$ cat src/asp_pkg.sv
package asp_pkg;
  // register word addresses (16-bit word space)
  localparam logic [15:0] ADDR_COMM_CONTROL = 16'h7050;
  localparam logic [15:0] ADDR_CONTROL_ONE = 16'h7051;
  localparam logic [15:0] ADDR_BAUD_HIGH_BYTE = 16'h7052;
  localparam logic [15:0] ADDR_BAUD_LOW_BYTE = 16'h7053;
  localparam logic [15:0] ADDR_CONTROL_TWO = 16'h7054;
  localparam logic [15:0] ADDR_RECEIVE_STATUS = 16'h7055;
  localparam logic [15:0] ADDR_RECEIVE_EMULATION_BUFFER = 16'h7056;
  localparam logic [15:0] ADDR_RECEIVE_BUFFER = 16'h7057;
  localparam logic [15:0] ADDR_TRANSMIT_BUFFER = 16'h7059;
  localparam logic [15:0] ADDR_FIFO_TRANSMIT = 16'h705A;
  localparam logic [15:0] ADDR_FIFO_RECEIVE = 16'h705B;
  localparam logic [15:0] ADDR_FIFO_CONTROL = 16'h705C;
  localparam logic [15:0] ADDR_PRIORITY_CONTROL = 16'h705F;

  // comm_control fields
  localparam int CC_STOP2 = 7;
  localparam int CC_PAR_ODD_N = 6;
  localparam int CC_PAR_EN = 5;
  localparam int CC_ADDR_MODE = 3;
  localparam int CC_LEN_LSB = 0;
  // control_one fields
  localparam int C1_RXERR_IE = 6;
  localparam int C1_SW_RESET_N = 5;
  localparam int C1_TXWAKE = 3;
  localparam int C1_SLEEP = 2;
  localparam int C1_TX_EN = 1;
  localparam int C1_RX_EN = 0;
  // control_two fields
  localparam int C2_TX_IE = 0;
  localparam int C2_RX_IE = 1;
  // fifo_transmit fields
  localparam int FT_FIFO_EN = 6;
  // fifo_control fields
  localparam int FC_ABD_FLAG = 7;
  localparam int FC_ABD_CLR = 6;
  localparam int FC_ABD_EN = 5;

  // reset values
  localparam logic [7:0] RST_COMM_CONTROL = 8'h07;
  localparam logic [7:0] RST_ZERO = 8'h00;
  localparam logic [7:0] RST_FIFO_TRANSMIT = 8'h00;

  localparam int OVERSAMPLE = 8;
  localparam logic [3:0] ZERO_DIV_TICKS = 4'h1;
  localparam int BREAK_BITS = 10;
  localparam int FIFO_DEPTH = 16;
  localparam int BUF_DEPTH = 4;
  localparam int SYNC_STAGES = 3;

  typedef struct packed {
    logic [15:0] addr;
    logic [15:0] wdata;
    logic wr;
    logic rd;
  } asp_bus_req_t;

  typedef struct packed {
    logic break_det;
    logic frame_err;
    logic overrun;
    logic parity_err;
  } asp_rx_err_t;

  typedef enum logic [2:0] {
    ASP_IDLE = 3'b000,
    ASP_START = 3'b001,
    ASP_DATA = 3'b010,
    ASP_PARITY = 3'b011,
    ASP_STOP = 3'b100
  } asp_state_t;
endpackage : asp_pkg

$ cat src/asp_fifo.sv
`timescale 1ns/1ps
module asp_fifo #(
  parameter int WIDTH = 8,
  parameter int DEPTH = 4
) (
  input wire logic clk,
  input wire logic sys_rst,
  input wire logic flush,
  input wire logic [WIDTH-1:0] in_data,
  input wire logic in_valid,
  output logic in_ready,
  output logic [WIDTH-1:0] out_data,
  output logic out_valid,
  input wire logic out_ready,
  output logic [$clog2(DEPTH+1)-1:0] level
);
  localparam int AW = $clog2(DEPTH);
  localparam int CW = $clog2(DEPTH+1);
  logic [WIDTH-1:0] mem [DEPTH];
  logic [AW-1:0] wp, rp, next_wp, next_rp;
  logic [CW-1:0] cnt, next_cnt;
  logic push, pop;

  assign in_ready = (cnt != CW'(DEPTH));
  assign out_valid = (cnt != '0);
  assign push = in_valid && in_ready;
  assign pop = out_valid && out_ready;
  assign level = cnt;
  assign out_data = mem[rp];

  always_comb begin
    next_wp = wp;
    next_rp = rp;
    next_cnt = cnt;
    if (flush) begin
      next_wp = '0;
      next_rp = '0;
      next_cnt = '0;
    end else begin
      if (push) next_wp = (wp == AW'(DEPTH-1)) ? '0 : wp + AW'(1);
      if (pop) next_rp = (rp == AW'(DEPTH-1)) ? '0 : rp + AW'(1);
      if (push && !pop) next_cnt = cnt + CW'(1);
      else if (pop && !push) next_cnt = cnt - CW'(1);
    end
  end

  always_ff @(posedge clk) begin
    if (sys_rst) begin
      wp <= '0;
      rp <= '0;
      cnt <= '0;
    end else begin
      wp <= next_wp;
      rp <= next_rp;
      cnt <= next_cnt;
    end
  end

  always_ff @(posedge clk) begin
    if (push && !flush) mem[wp] <= in_data;
  end
endmodule : asp_fifo

$ cat src/asp_core.sv
`timescale 1ns/1ps
// Operation
// bit rate is clock/((divisor+1)*8), or clock/16 when divisor zero
// divisor is 16 bits, split over high and low byte registers
// nrz coding, every frame starts with one start bit
// one to eight data bits per frame, both directions
// even, odd or no parity, generated and checked
// one or two stop bits sent per frame
// receiver flags break, parity, overrun and framing separately
// both directions double buffered, own enable and own interrupt
// transmitter and receiver run independently or together
// idle-line and address-bit multiprocessor wake-up modes
// transmit ready flag set while holding buffer can take a char
// transmitter empty only when shift register holds nothing
// receive ready flag set when a char waits to be read
// break detect flag set on a break on the receive line
// receive error flag is or of the four error flags
// separate tx and rx interrupt enables, break not separately gated
// 8-bit data in low byte, high byte reads zero, writes ignored
// processor uses only 16-bit accesses
// optional 16-level fifo mode through fifo registers
// auto-baud hardware measures and adopts incoming bit rate
// line idles high, data sent lsb first
// receiver samples near bit centre with oversampling clock
module asp_core #(
  parameter int TX_FIFO_DEPTH = asp_pkg::FIFO_DEPTH
) (
  input wire logic clk,
  input wire logic sys_rst,
  input wire asp_pkg::asp_bus_req_t bus_req,
  output logic [15:0] bus_rdata,
  input wire logic serial_rx_pin,
  output logic serial_tx_pin,
  output logic tx_irq,
  output logic rx_irq
);
  // registers
  logic [7:0] comm_control, control_one, baud_high_byte, baud_low_byte;
  logic [7:0] control_two, fifo_transmit, fifo_control, priority_control;
  logic [7:0] rx_buf;
  logic rx_wake;
  logic rx_ready, tx_buffer_ready_flag, tx_empty;
  asp_pkg::asp_rx_err_t err;
  logic abd_flag;

  logic wr, rd;
  assign wr = bus_req.wr;
  assign rd = bus_req.rd;
  function automatic logic hit(input logic [15:0] a);
    hit = (bus_req.addr == a);
  endfunction : hit

  logic [15:0] bit_rate_divisor;
  assign bit_rate_divisor = {baud_high_byte, baud_low_byte};
  logic [3:0] len;
  assign len = {1'b0, comm_control[2:0]} + 4'h1;
  logic par_en, par_odd, stop2, addr_mode, fifo_en;
  assign par_en = comm_control[asp_pkg::CC_PAR_EN];
  assign par_odd = !comm_control[asp_pkg::CC_PAR_ODD_N];
  assign stop2 = comm_control[asp_pkg::CC_STOP2];
  assign addr_mode = comm_control[asp_pkg::CC_ADDR_MODE];
  assign fifo_en = fifo_transmit[asp_pkg::FT_FIFO_EN];
  logic run;
  assign run = control_one[asp_pkg::C1_SW_RESET_N];

  // oversample tick: 8 per bit; divisor 0 gives 16 clocks per bit
  logic [15:0] tdiv, next_tdiv;
  logic tick;
  logic [15:0] tick_period;
  assign tick_period = (bit_rate_divisor == 16'h0000) ?
    16'h0001 : bit_rate_divisor;
  assign tick = (tdiv == 16'h0000);
  always_comb begin
    next_tdiv = tick ? tick_period : tdiv - 16'h0001;
  end

  // receive pin synchroniser
  logic [2:0] rsync;
  logic rxd;
  always_ff @(posedge clk) begin
    if (sys_rst) rsync <= 3'b111;
    else rsync <= {rsync[1:0], serial_rx_pin};
  end
  always_ff @(posedge clk) begin
    if (sys_rst) rxd <= 1'b1;
    else if (rsync[2] == rsync[1]) rxd <= rsync[2];
  end

  // transmit fifo (16 deep in either mode; only the ready flag acts as a holding buffer outside fifo mode)
  logic [8:0] tf_in, tf_out;
  logic tf_wr, tf_in_ready, tf_valid, tf_pop;
  logic [$clog2(TX_FIFO_DEPTH+1)-1:0] tf_level;
  assign tf_wr = wr && hit(asp_pkg::ADDR_TRANSMIT_BUFFER);
  assign tf_in = {control_one[asp_pkg::C1_TXWAKE], bus_req.wdata[7:0]};
  asp_fifo #(.WIDTH(9), .DEPTH(TX_FIFO_DEPTH)) u_txq (
    .clk(clk),
    .sys_rst(sys_rst),
    .flush(!run),
    .in_data(tf_in),
    .in_valid(tf_wr),
    .in_ready(tf_in_ready),
    .out_data(tf_out),
    .out_valid(tf_valid),
    .out_ready(tf_pop),
    .level(tf_level)
  );
  // outside fifo mode the ready flag is set only while no char is held ahead of the shifter
  assign tx_buffer_ready_flag = fifo_en ? tf_in_ready :
    (tf_level == '0);

  // transmitter
  asp_pkg::asp_state_t ts, next_ts;
  logic [2:0] tph, next_tph;
  logic [3:0] tbit, next_tbit;
  logic [8:0] tsh, next_tsh;
  logic tpar, next_tpar, ttx, next_ttx;
  logic tx_go;
  assign tx_go = control_one[asp_pkg::C1_TX_EN] && run;
  assign tf_pop = (ts == asp_pkg::ASP_IDLE) && tx_go && tf_valid && tick;
  assign tx_empty = (ts == asp_pkg::ASP_IDLE);

  always_comb begin
    next_ts = ts;
    next_tph = tph;
    next_tbit = tbit;
    next_tsh = tsh;
    next_tpar = tpar;
    next_ttx = ttx;
    if (tick) begin
      next_tph = tph + 3'h1;
      case (ts)
        asp_pkg::ASP_IDLE: begin
          next_ttx = 1'b1;
          if (tf_pop) begin
            next_tsh = tf_out;
            next_ttx = 1'b0;
            next_tph = 3'h0;
            next_tpar = par_odd;
            next_ts = asp_pkg::ASP_START;
          end
        end
        asp_pkg::ASP_START: if (tph == 3'h7) begin
          next_ts = asp_pkg::ASP_DATA;
          next_tbit = 4'h0;
          next_ttx = tsh[0];
          next_tpar = tpar ^ tsh[0];
        end
        asp_pkg::ASP_DATA: if (tph == 3'h7) begin
          next_tbit = tbit + 4'h1;
          next_tsh = {1'b0, tsh[8:1]};
          if (tbit + 4'h1 < len) begin
            next_ttx = tsh[1];
            next_tpar = tpar ^ tsh[1];
          end else if (addr_mode) begin
            next_ts = asp_pkg::ASP_PARITY;
            next_ttx = tsh[8 - len + 1];
          end else if (par_en) begin
            next_ts = asp_pkg::ASP_PARITY;
            next_ttx = tpar;
            next_tbit = 4'h9;
          end else begin
            next_ts = asp_pkg::ASP_STOP;
            next_ttx = 1'b1;
            next_tbit = 4'h0;
          end
        end
        asp_pkg::ASP_PARITY: if (tph == 3'h7) begin
          if (addr_mode && par_en && tbit != 4'h9) begin
            next_ttx = tpar;
            next_tbit = 4'h9;
          end else begin
            next_ts = asp_pkg::ASP_STOP;
            next_ttx = 1'b1;
            next_tbit = 4'h0;
          end
        end
        asp_pkg::ASP_STOP: if (tph == 3'h7) begin
          if (stop2 && tbit == 4'h0) next_tbit = 4'h1;
          else next_ts = asp_pkg::ASP_IDLE;
        end
        default: next_ts = asp_pkg::ASP_IDLE;
      endcase
    end
    if (!run) begin
      next_ts = asp_pkg::ASP_IDLE;
      next_ttx = 1'b1;
    end
  end

  always_ff @(posedge clk) begin
    if (sys_rst) begin
      ts <= asp_pkg::ASP_IDLE;
      tph <= 3'h0;
      tbit <= 4'h0;
      tsh <= 9'h000;
      tpar <= 1'b0;
      ttx <= 1'b1;
      tdiv <= 16'h0000;
    end else begin
      ts <= next_ts;
      tph <= next_tph;
      tbit <= next_tbit;
      tsh <= next_tsh;
      tpar <= next_tpar;
      ttx <= next_ttx;
      tdiv <= next_tdiv;
    end
  end
  assign serial_tx_pin = ttx;

  // receiver
  asp_pkg::asp_state_t rs, next_rs;
  logic [2:0] rph, next_rph;
  logic [3:0] rbit, next_rbit;
  logic [7:0] rsh, next_rsh;
  logic rpar, next_rpar, raddr, next_raddr;
  logic [7:0] next_rx_buf;
  logic next_rx_ready, next_rx_wake;
  asp_pkg::asp_rx_err_t next_err;
  logic [4:0] zcnt, next_zcnt;
  logic [5:0] idle_cnt, next_idle_cnt;
  logic rx_go, rd_buf, sleep;
  assign rx_go = control_one[asp_pkg::C1_RX_EN] && run;
  assign rd_buf = rd && hit(asp_pkg::ADDR_RECEIVE_BUFFER);
  assign sleep = control_one[asp_pkg::C1_SLEEP];

  always_comb begin
    next_rs = rs;
    next_rph = rph;
    next_rbit = rbit;
    next_rsh = rsh;
    next_rpar = rpar;
    next_raddr = raddr;
    next_rx_buf = rx_buf;
    next_rx_ready = rx_ready && !rd_buf;
    next_rx_wake = rx_wake;
    next_err = err;
    next_zcnt = zcnt;
    next_idle_cnt = idle_cnt;
    if (tick && rx_go) begin
      next_rph = rph + 3'h1;
      next_idle_cnt = (rxd && idle_cnt != 6'h3F) ? idle_cnt + 6'h01 :
        (rxd ? idle_cnt : 6'h00);
      case (rs)
        asp_pkg::ASP_IDLE: if (!rxd) begin
          next_rs = asp_pkg::ASP_START;
          next_rph = 3'h1;
          next_rpar = par_odd;
          next_zcnt = 5'h00;
          // idle line mode: a frame after 10+ idle oversample ticks carries an address
          next_rx_wake = (idle_cnt >= 6'(asp_pkg::BREAK_BITS));
        end
        asp_pkg::ASP_START: if (rph == 3'h3) begin
          if (rxd) next_rs = asp_pkg::ASP_IDLE;
          else begin
            next_rs = asp_pkg::ASP_DATA;
            next_rph = 3'h4;
            next_rbit = 4'h0;
          end
        end
        asp_pkg::ASP_DATA: if (rph == 3'h3) begin
          next_rsh = {rxd, rsh[7:1]};
          next_rpar = rpar ^ rxd;
          next_rbit = rbit + 4'h1;
          if (!rxd) next_zcnt = zcnt + 5'h01;
          if (rbit + 4'h1 == len)
            next_rs = (addr_mode || par_en) ? asp_pkg::ASP_PARITY :
              asp_pkg::ASP_STOP;
        end
        asp_pkg::ASP_PARITY: if (rph == 3'h3) begin
          if (!rxd) next_zcnt = zcnt + 5'h01;
          if (addr_mode && rbit != 4'hF) begin
            next_raddr = rxd;
            next_rbit = 4'hF;
            if (!par_en) next_rs = asp_pkg::ASP_STOP;
          end else begin
            next_rpar = rpar ^ rxd;
            next_rs = asp_pkg::ASP_STOP;
          end
        end
        asp_pkg::ASP_STOP: if (rph == 3'h3) begin
          next_rs = asp_pkg::ASP_IDLE;
          if (!rxd) begin
            next_err.frame_err = 1'b1;
            if (zcnt + 5'h01 >= 5'(len) + 5'h01)
              next_err.break_det = 1'b1;
          end
          if (par_en && rpar) next_err.parity_err = 1'b1;
          if (!sleep || (addr_mode ? raddr : next_rx_wake)) begin
            if (rx_ready && !rd_buf) next_err.overrun = 1'b1;
            next_rx_buf = (rsh >> (4'h8 - len));
            next_rx_ready = 1'b1;
          end
        end
        default: next_rs = asp_pkg::ASP_IDLE;
      endcase
    end
    if (!run) begin
      next_rs = asp_pkg::ASP_IDLE;
      next_rx_ready = 1'b0;
      next_err = '0;
    end
  end

  always_ff @(posedge clk) begin
    if (sys_rst) begin
      rs <= asp_pkg::ASP_IDLE;
      rph <= 3'h0;
      rbit <= 4'h0;
      rsh <= 8'h00;
      rpar <= 1'b0;
      raddr <= 1'b0;
      rx_buf <= 8'h00;
      rx_ready <= 1'b0;
      rx_wake <= 1'b0;
      err <= '0;
      zcnt <= 5'h00;
      idle_cnt <= 6'h00;
    end else begin
      rs <= next_rs;
      rph <= next_rph;
      rbit <= next_rbit;
      rsh <= next_rsh;
      rpar <= next_rpar;
      raddr <= next_raddr;
      rx_buf <= next_rx_buf;
      rx_ready <= next_rx_ready;
      rx_wake <= next_rx_wake;
      err <= next_err;
      zcnt <= next_zcnt;
      idle_cnt <= next_idle_cnt;
    end
  end

  // auto-baud: measure low pulse of start bit, adopt divisor
  logic abd_on, abd_busy, next_abd_busy, next_abd_flag;
  logic [18:0] abd_cnt, next_abd_cnt;
  logic [15:0] abd_div;
  assign abd_on = fifo_control[asp_pkg::FC_ABD_EN] && !abd_flag;
  assign abd_div = 16'(abd_cnt >> 3) - 16'h0001;
  always_comb begin
    next_abd_busy = abd_busy;
    next_abd_cnt = abd_cnt;
    next_abd_flag = abd_flag;
    if (abd_on) begin
      if (!rxd) begin
        next_abd_busy = 1'b1;
        next_abd_cnt = abd_cnt + 19'h00001;
      end else if (abd_busy) begin
        next_abd_busy = 1'b0;
        next_abd_flag = 1'b1;
      end
    end else next_abd_cnt = 19'h00000;
    if (wr && hit(asp_pkg::ADDR_FIFO_CONTROL) &&
        bus_req.wdata[asp_pkg::FC_ABD_CLR] && !next_abd_flag)
      next_abd_flag = 1'b0;
    else if (wr && hit(asp_pkg::ADDR_FIFO_CONTROL) &&
        bus_req.wdata[asp_pkg::FC_ABD_CLR] && !(abd_on && abd_busy && rxd))
      next_abd_flag = 1'b0;
  end

  // register writes, low byte only
  always_ff @(posedge clk) begin
    if (sys_rst) begin
      comm_control <= asp_pkg::RST_COMM_CONTROL;
      control_one <= asp_pkg::RST_ZERO;
      baud_high_byte <= asp_pkg::RST_ZERO;
      baud_low_byte <= asp_pkg::RST_ZERO;
      control_two <= asp_pkg::RST_ZERO;
      fifo_transmit <= asp_pkg::RST_FIFO_TRANSMIT;
      fifo_control <= asp_pkg::RST_ZERO;
      priority_control <= asp_pkg::RST_ZERO;
      abd_busy <= 1'b0;
      abd_cnt <= 19'h00000;
      abd_flag <= 1'b0;
    end else begin
      abd_busy <= next_abd_busy;
      abd_cnt <= next_abd_cnt;
      abd_flag <= next_abd_flag;
      if (abd_on && abd_busy && rxd) begin
        baud_high_byte <= abd_div[15:8];
        baud_low_byte <= abd_div[7:0];
      end else if (wr) begin
        if (hit(asp_pkg::ADDR_BAUD_HIGH_BYTE))
          baud_high_byte <= bus_req.wdata[7:0];
        if (hit(asp_pkg::ADDR_BAUD_LOW_BYTE))
          baud_low_byte <= bus_req.wdata[7:0];
      end
      if (wr) begin
        if (hit(asp_pkg::ADDR_COMM_CONTROL))
          comm_control <= bus_req.wdata[7:0];
        if (hit(asp_pkg::ADDR_CONTROL_ONE))
          control_one <= bus_req.wdata[7:0];
        if (hit(asp_pkg::ADDR_CONTROL_TWO))
          control_two <= {6'h00, bus_req.wdata[1:0]};
        if (hit(asp_pkg::ADDR_FIFO_TRANSMIT))
          fifo_transmit <= bus_req.wdata[7:0];
        if (hit(asp_pkg::ADDR_FIFO_CONTROL))
          fifo_control <= {2'h0, bus_req.wdata[5:0]};
        if (hit(asp_pkg::ADDR_PRIORITY_CONTROL))
          priority_control <= bus_req.wdata[7:0];
      end
    end
  end

  logic rx_error;
  assign rx_error = |err;

  // read mux, high byte always zero
  logic [7:0] rmux;
  always_comb begin
    rmux = 8'h00;
    case (bus_req.addr)
      asp_pkg::ADDR_COMM_CONTROL: rmux = comm_control;
      asp_pkg::ADDR_CONTROL_ONE: rmux = control_one;
      asp_pkg::ADDR_BAUD_HIGH_BYTE: rmux = baud_high_byte;
      asp_pkg::ADDR_BAUD_LOW_BYTE: rmux = baud_low_byte;
      asp_pkg::ADDR_CONTROL_TWO:
        rmux = {tx_buffer_ready_flag, tx_empty, 4'h0, control_two[1:0]};
      asp_pkg::ADDR_RECEIVE_STATUS:
        rmux = {rx_error, rx_ready, err.break_det, err.frame_err,
                err.overrun, err.parity_err, rx_wake, 1'b0};
      asp_pkg::ADDR_RECEIVE_EMULATION_BUFFER: rmux = rx_buf;
      asp_pkg::ADDR_RECEIVE_BUFFER: rmux = rx_buf;
      asp_pkg::ADDR_FIFO_TRANSMIT:
        rmux = {1'b0, fifo_transmit[6], 1'b0, 5'(tf_level)};
      asp_pkg::ADDR_FIFO_RECEIVE: rmux = {7'h00, rx_ready};
      asp_pkg::ADDR_FIFO_CONTROL: rmux = {abd_flag, 1'b0, fifo_control[5:0]};
      asp_pkg::ADDR_PRIORITY_CONTROL: rmux = priority_control;
      default: rmux = 8'h00;
    endcase
  end

  always_ff @(posedge clk) begin
    if (sys_rst) bus_rdata <= 16'h0000;
    else if (rd) bus_rdata <= {8'h00, rmux};
  end

  assign tx_irq = control_two[asp_pkg::C2_TX_IE] &&
    tx_buffer_ready_flag;
  assign rx_irq = (control_two[asp_pkg::C2_RX_IE] && rx_ready) ||
    (control_one[asp_pkg::C1_RXERR_IE] && rx_error) ||
    err.break_det;
endmodule : asp_core

$ cat config.mk
export PLATFORM = sky130hd
export DESIGN_NAME = asp_core
export DESIGN_NICKNAME = d
export VERILOG_FILES = /design/src/asp_pkg.sv /design/src/asp_fifo.sv /design/src/asp_core.sv
export SDC_FILE = /design/constraint.sdc
export NUM_CORES = 1
export LEC_CHECK = 0
export CAP_MARGIN = 20
export CORE_MARGIN = 3
export CORE_UTILIZATION = 60
export DETAILED_ROUTE_END_ITERATION = 12
export DONT_BUFFER_PORTS = 1
export GPL_TIMING_DRIVEN = 0
export PLACE_DENSITY_LB_ADDON = 0.2
export RECOVER_POWER = 25
export SKIP_LAST_GASP = 1
export SYNTH_ARGS = -nofsm -noshare
export SYNTH_HDL_FRONTEND = slang
export SYNTH_SLANG_ARGS = --single-unit
$ cat constraint.sdc
create_clock -name clk -period 4.1 [get_ports clk]
set_clock_uncertainty 0.1 [all_clocks]
set_input_delay 0.41 -clock clk [delete_from_list [all_inputs] [get_ports clk]]
set_output_delay 0.41 -clock clk [all_outputs]
set_load 0.01 [all_outputs]
=== Word level (Yosys, flattened, before mapping) ===
Memories as Yosys holds them, arrays and structs flattened. A register that Yosys moved wholly into a read port is not among the register bits.
Cells that the tools add are included.

* Logic and storage cells: 316
* Memory bits (read-only): 0
* Output and inout port bits: 19
* Input port bits: 37
* Memories: 1
* Flip-flop bits (word level): 183
* Bits in latches: 0
* RAM bits: 144

* Divide/modulo/power cells: 0
* Muxes and demuxes: 101
* Bitwise logic cells: 6
* Equality and inequality tests: 54
* Shift-type cells: 1
* Multiply operators: 0
* $add $sub $neg: 18
* Reductions and logical operators: 92
* Magnitude comparators: 4

{| class="wikitable"
|+ Memory list
! name !! words !! width !! read ports !! clocked after Yosys merged registers in !! write ports !! RTL line !! source
|-
| u_txq.mem || 16 || 9 || 1 || 1 || 1 || asp_fifo.sv:19 || <nowiki>logic [WIDTH-1:0] mem [DEPTH];</nowiki>
|}

{| class="wikitable"
|+ Operator list
! kind !! count
|-
| 16-bit by 15-bit equality test with 1-bit output, second input constant || 13
|-
| 8-bit one-hot mux with 11 select lines || 1
|-
| 3-bit 2-to-1 mux || 24
|-
| 4-bit 2-to-1 mux || 18
|-
| 8-bit 2-to-1 mux || 6
|-
| 2-bit != test, second input constant || 19
|-
| 16-bit zero test || 2
|-
| 32-bit by 5-bit less-than comparator with 1-bit output, second input constant || 1
|-
| 16-bit 2-to-1 mux || 2
|-
| 16-bit by 1-bit subtractor with 16-bit output, second input constant || 2
|-
| 1-bit logical AND || 30
|-
| 3-bit one-hot mux with 5 select lines || 2
|-
| 1-bit 2-to-1 mux || 29
|-
| 5-bit 2-to-1 mux || 5
|-
| 4-bit AND reduction || 5
|-
| 5-bit AND reduction || 4
|-
| 19-bit by 1-bit adder with 19-bit output, second input constant || 1
|-
| 9-bit 2-to-1 mux || 2
|-
| 9-bit one-hot mux with 2 select lines || 1
|-
| 2-bit AND reduction || 9
|-
| 4-bit by 1-bit adder with 4-bit output, second input constant || 4
|-
| 4-bit one-hot mux with 4 select lines || 1
|-
| 3-bit by 2-bit equality test with 1-bit output, second input constant || 5
|-
| 7-bit AND reduction || 2
|-
| 49 further kinds || 88
|}

=== Depth between registers and ports, before layout ===
* Word-level depth: 9
* Depth in mapped cells: 14
* Mapped depth without buffers: 14

=== Cells and area by module ===
From an unflattened synthesis, not the netlist that was laid out.

* Cell total of the unflattened synthesis: 1427
* Area, all modules: 15637.5 um^2

{| class="wikitable"
|+ Modules (own cells, without submodules)
! module !! cells an instance !! area each (um^2) !! sequential area each (um^2) !! instances
|-
| asp_core || 1085 || 9211.3 || 3283.1 || 1
|-
| asp_fifo || 342 || 6426.2 || 4664.5 || 1
|}

=== Worst setup path after synthesis ===
No wires, ideal clock.

* Path type: input to register
* From: input port bus_req[27] (netlist name)
* To: register u_txq.cnt[4] (netlist: u_txq.level[4])
* Library setup time: 0.070 ns
* Arrival time: 3.188 ns
* Path slack: 0.742 ns
* Path buffers: 0
* Data required time: 3.930 ns
* Cell stages on the path: 12
* Cell sequence: or4_1 -> nor3_2 -> nand4_1 -> clkinv_1 -> ha_1 -> inv_1 -> fa_1 -> a21o_1 -> a21oi_1 -> xnor2_1 -> or3_1 -> a21oi_1

* Cells in the longest elaborated chain, start to end: 6
* Elaborated cells on any way between the ends: 8
* Classes of those cells: eq/ne (1); mux (1); reduce/logical (6)

{| class="wikitable"
|+ RTL lines
! what !! RTL line !! source
|-
| start: declaration || asp_core.sv:30 || <nowiki>input wire asp_pkg::asp_bus_req_t bus_req,</nowiki>
|-
| 16-bit by 15-bit equality test with 1-bit output * || asp_core.sv:50 || <nowiki>hit = (bus_req.addr == a);</nowiki>
|-
| 1-bit logical AND * || asp_core.sv:93 || <nowiki>assign tf_wr = wr && hit(asp_pkg::ADDR_TRANSMIT_BUFFER);</nowiki>
|-
| 1-bit logical AND * || asp_fifo.sv:26 || <nowiki>assign push = in_valid && in_ready;</nowiki>
|-
| net u_txq.push || asp_fifo.sv:22 || <nowiki>logic push, pop;</nowiki>
|-
| 1-bit zero test || asp_fifo.sv:43 || <nowiki>else if (pop && !push) next_cnt = cnt - CW'(1);</nowiki>
|-
| 1-bit logical AND || asp_fifo.sv:43 ||
|-
| 2-bit nonzero test (no source line) || - ||
|-
| end signal: assignment || asp_fifo.sv:55 || <nowiki>cnt <= next_cnt;</nowiki>
|-
| end: declaration || asp_fifo.sv:21 || <nowiki>logic [CW-1:0] cnt, next_cnt;</nowiki>
|}

The timed path passes the listed nets; every way through them passes the cells marked *.
A chain may end at the register's enable or synchronous reset.

=== Final worst setup path ===
* From: register tdiv[0]
* To: register u_txq.cnt[4] (netlist: u_txq.level[4])

* Cells in the longest elaborated chain, start to end: 6
* Elaborated cells on any way between the ends: 8
* Classes of those cells: mux (1); reduce/logical (7)

{| class="wikitable"
|+ RTL lines
! what !! RTL line !! source
|-
| start: declaration || asp_core.sv:67 || <nowiki>logic [15:0] tdiv, next_tdiv;</nowiki>
|-
| start signal: assignment || asp_core.sv:206 || <nowiki>tdiv <= next_tdiv;</nowiki>
|-
| 16-bit zero test * || asp_core.sv:72 || <nowiki>assign tick = (tdiv == 16'h0000);</nowiki>
|-
| 1-bit logical AND * || asp_core.sv:119 || <nowiki>assign tf_pop = (ts == asp_pkg::ASP_IDLE) && tx_go && tf_valid && tick;</nowiki>
|-
| 1-bit logical AND * || asp_fifo.sv:27 || <nowiki>assign pop = out_valid && out_ready;</nowiki>
|-
| 1-bit zero test || asp_fifo.sv:42 || <nowiki>if (push && !pop) next_cnt = cnt + CW'(1);</nowiki>
|-
| 1-bit logical AND || asp_fifo.sv:42 ||
|-
| 5-bit 2-to-1 mux / 2-bit nonzero test (equally long branches) || - ||
|}

Mark *: on every way between the ends. The rest lies on a longest branch, timed or not.

==> flow_summary.yaml <==
placement:
  dp_slack_ps: 122.4
  portBuffers: 0
  gp_congestion: 0.9803
  dp_hpwl_um: 29210
hold_path:
  min_path_type: "primary input to flop"
  hp-start: "bus_req[7]"
setup_path:
  cp-start-kind: "flop"
  cpMaxStageDelayCell: "nor2_1"
  rr_startpoint: "tdiv[0]"
  path_delay_family: "simple AND/OR/NAND/NOR gates"
  cp.arrival_ps: 4200
  worst_path_largest_cell_delay_ps: 660
  cp_max_fo: 6
  cpMostUsedCell: "ha_1"
  required_ps: 4460
  worst_setup_path_end_kind: "flop"
  worst-path-buf-inv: 2
  startpoint: "tdiv[0]"
  path_class: "flop to flop"
  path_cells: "inv_1 > ha_1 > nand4b_1 > nor2_1 > nand2_1 > ha_1 > inv_1 > ha_1 > a21o_1 > a21oi_1 > xnor2_1 > or3_1 > a21oi_1"
power:
  power_mw: 7.108
  power_leakage_nw: 5.910
  ir_drop_uv: 423.7
  power_density_nw_per_um2: 408.6
timing:
  period_share_pct: 93.74
  tightest_slew_ps: 1161
  relSlewSlack_pct: 21.54
  finalSetupTns_ps: 0
  rsz0062_at_grt: "no"
  drv_slew: 0
  fmax_mhz: 260.2
  worst_slack_ps: 256.8
  hold_viol: 0
  setup_viol: 0
  min_period_ps: 3843
layout:
  final_net_count: 1618
  final_common_cell: "dfxtp_1"
  area_growth_pct: 10.66
  drive_gt1_share_pct: 8.865
  final_cell_mix: "181 x dfxtp_1, 158 x nor2_1, 144 x edfxtp_1"
outcome:
  status: "complete, no violations"
die:
  rows: 58
  die_x_um: 167.9
  dieArea_um2: 28180
  start_util_pct: 61.73
  pin_count: 56
  dieHeight_um: 167.9
  core_area_um2: 25470
route:
  first_pass_iters: 6
  drt_wl_total_um: 42680
  vias: 12131
  via_per_inst: 6.388
  ant_nets: 0
  drc_errors: 0
  wl_per_cell_um: 22.48
  dr.first_iter.drc_count: 1364
logic_synthesis:
  synth_cell_types: 83
  synthCells: 1488
  yosys.area.top_type: "edfxtp_1"
  ys_warn_count: 0
  synthArstFlopShare_pct: 0
  postSynthAreaPerCell_um2: 10.57
  yosysSeqAreaShare_pct: 50.55
  synth_flop_cell: "dfxtp_1"
  netlist.area_leader.share_pct: 27.50
  netlist_area_um2: 15720
  ys_ff_latch: 325
  synth_edf_count: 144
  ys_top_cells_by_area: "edfxtp_1 28%, dfxtp_1 23%, mux4_2 6.0%, mux2i_1 3.8%, nor2_1 3.8%"
clock_network:
  cts-root-buf: "clkbuf_16"
  cts_buffers: 35
  postCtsSetupRepairBufs: 0
  clk_latency_ps: 540
  clkSinkCount: 325
  path_clk_slew_ps: 60
  htree_levels: 2
  cts_tree: "yes"
  cts.path.max_buffers: 3
grt:
  antenna_found_initial: 2
  grt_overflow_total: 0
  grt_max_degree: 22
  track_usage_pct: 30.22
  grt_pass1_vias: 11777
  grt_pass1_wl_um: 66680
run:
  drv_cap: 0
## through the flow
step	instance area [um2]	hold WS (ps)	util, %	cells
2_1_floorplan	15750	289.5	-	1495
3_3_place_gp	16160	295.0	63.45	1825
3_5_place_dp	16170	297.7	63.47	1826
4_1_cts	17370	19.29	68.21	1897
5_1_grt	17400	30.24	68.29	1898
6_report	17400	27.46	68.30	1899
## report_power, final
group	switching [mW]	total [mW]	internal, mW
sequential	0.0517	3.48	3.42
clock	1.31	3.09	1.78
combinational	0.350	0.542	0.192
## final cells by class
type	instances	area, um2
Antenna cell	1	2.502
Buffer	101	427.9
Clock buffer	53	1007
Clock inverter	9	110.1
Fill cell	1968	8074
Inverter	37	138.9
Multi-Input combinational cell	1031	7237
Sequential cell	325	7948
Tap cell	330	412.9
Timing Repair Buffer	12	113.9
## synth_stat cells (all sizes together), types with 7 or more instances
| cell | instances |
|---|---|
| clkbuf | 80 |
| dfxtp | 181 |
| mux4 | 42 |
| xnor2 | 22 |
| a211oi | 47 |
| nand4 | 10 |
| mux2 | 8 |
| inv | 36 |
| or2 | 7 |
| ha | 37 |
| nand2 | 123 |
| a22oi | 17 |
| o21ai | 37 |
| nor4 | 14 |
| buf | 22 |
| nor3 | 31 |
| or3 | 15 |
| a221oi | 11 |
| mux2i | 60 |
| and3 | 13 |
| nor2b | 22 |
| a311o | 7 |
| nand2b | 20 |
| o31ai | 9 |
| and2 | 9 |
| or4 | 13 |
| nand3 | 58 |
| nor2 | 159 |
| xor2 | 35 |
| a21oi | 107 |
| edfxtp | 144 |
## path summary, 6_finish.rpt
path                            end  slack (ps)  cells past startpoint
hold reg to reg            rsync[1]         310                      1
setup reg to reg     u_txq.level[4]         260                     13
setup / recovery     u_txq.level[4]         260                     13
hold / removal    baud_high_byte[5]          30                      2
## logic make-up after synthesis
| logic type | share of synthesized area [%] |
|---|---|
| AOI/OAI and AO/OA | 12.65 |
| xor gates and xnor gates | 3.462 |
| adders and majority gates | 3.072 |
| buffers and inverters | 3.629 |
| DFF | 50.55 |
| muxes | 10.41 |
| other | 0.02385 |
| and+or+nand+nor | 16.21 |
## routing by layer
metal	global-route usage [%]	part of all wire [%]	up-vias
li1	-	-	5618
met2	45.40	44	570
met1	42.54	41	5828
met3	8.147	11	111
met4	11.06	3.7	4
met5	0	0.063	-
## state kept, by name (all words and copies together), names as in the netlist, 4 cells and up, named ones only
| signal | count |
|---|---|
| tdiv | 16 |
| priority_control | 8 |
| tbit | 4 |
| zcnt | 5 |
| baud_low_byte | 8 |
| u_txq.mem | 144 |
| baud_high_byte | 8 |
| u_txq.wp | 4 |
| bus_rdata | 8 |
| rbit | 4 |
| rx_buf | 8 |
| fifo_control | 6 |
| abd_cnt | 19 |
| u_txq.level | 5 |
| rsh | 8 |
| u_txq.rp | 4 |
| tsh | 9 |
| comm_control | 8 |
| err | 4 |
| control_one | 8 |
| idle_cnt | 6 |
## worst reg2reg max path: stages (launching register included)
cell and delay, ps:
dfxtp_1 340, inv_1 70, ha_1 260, nand4b_1 300, nor2_1 660, nand2_1 350, ha_1 340, inv_1 150
ha_1 290, a21o_1 200, a21oi_1 180, xnor2_1 100, or3_1 310, a21oi_1 140
## timing repair
action | CTS | global route
hold buffers | 9 | 0
endpoints found under the setup margin | 0 | 3
resized for setup | 0 | 1
endpoints found under the hold margin | 163 | 0
No activity file was read; power rests on OpenSTA's default activity.
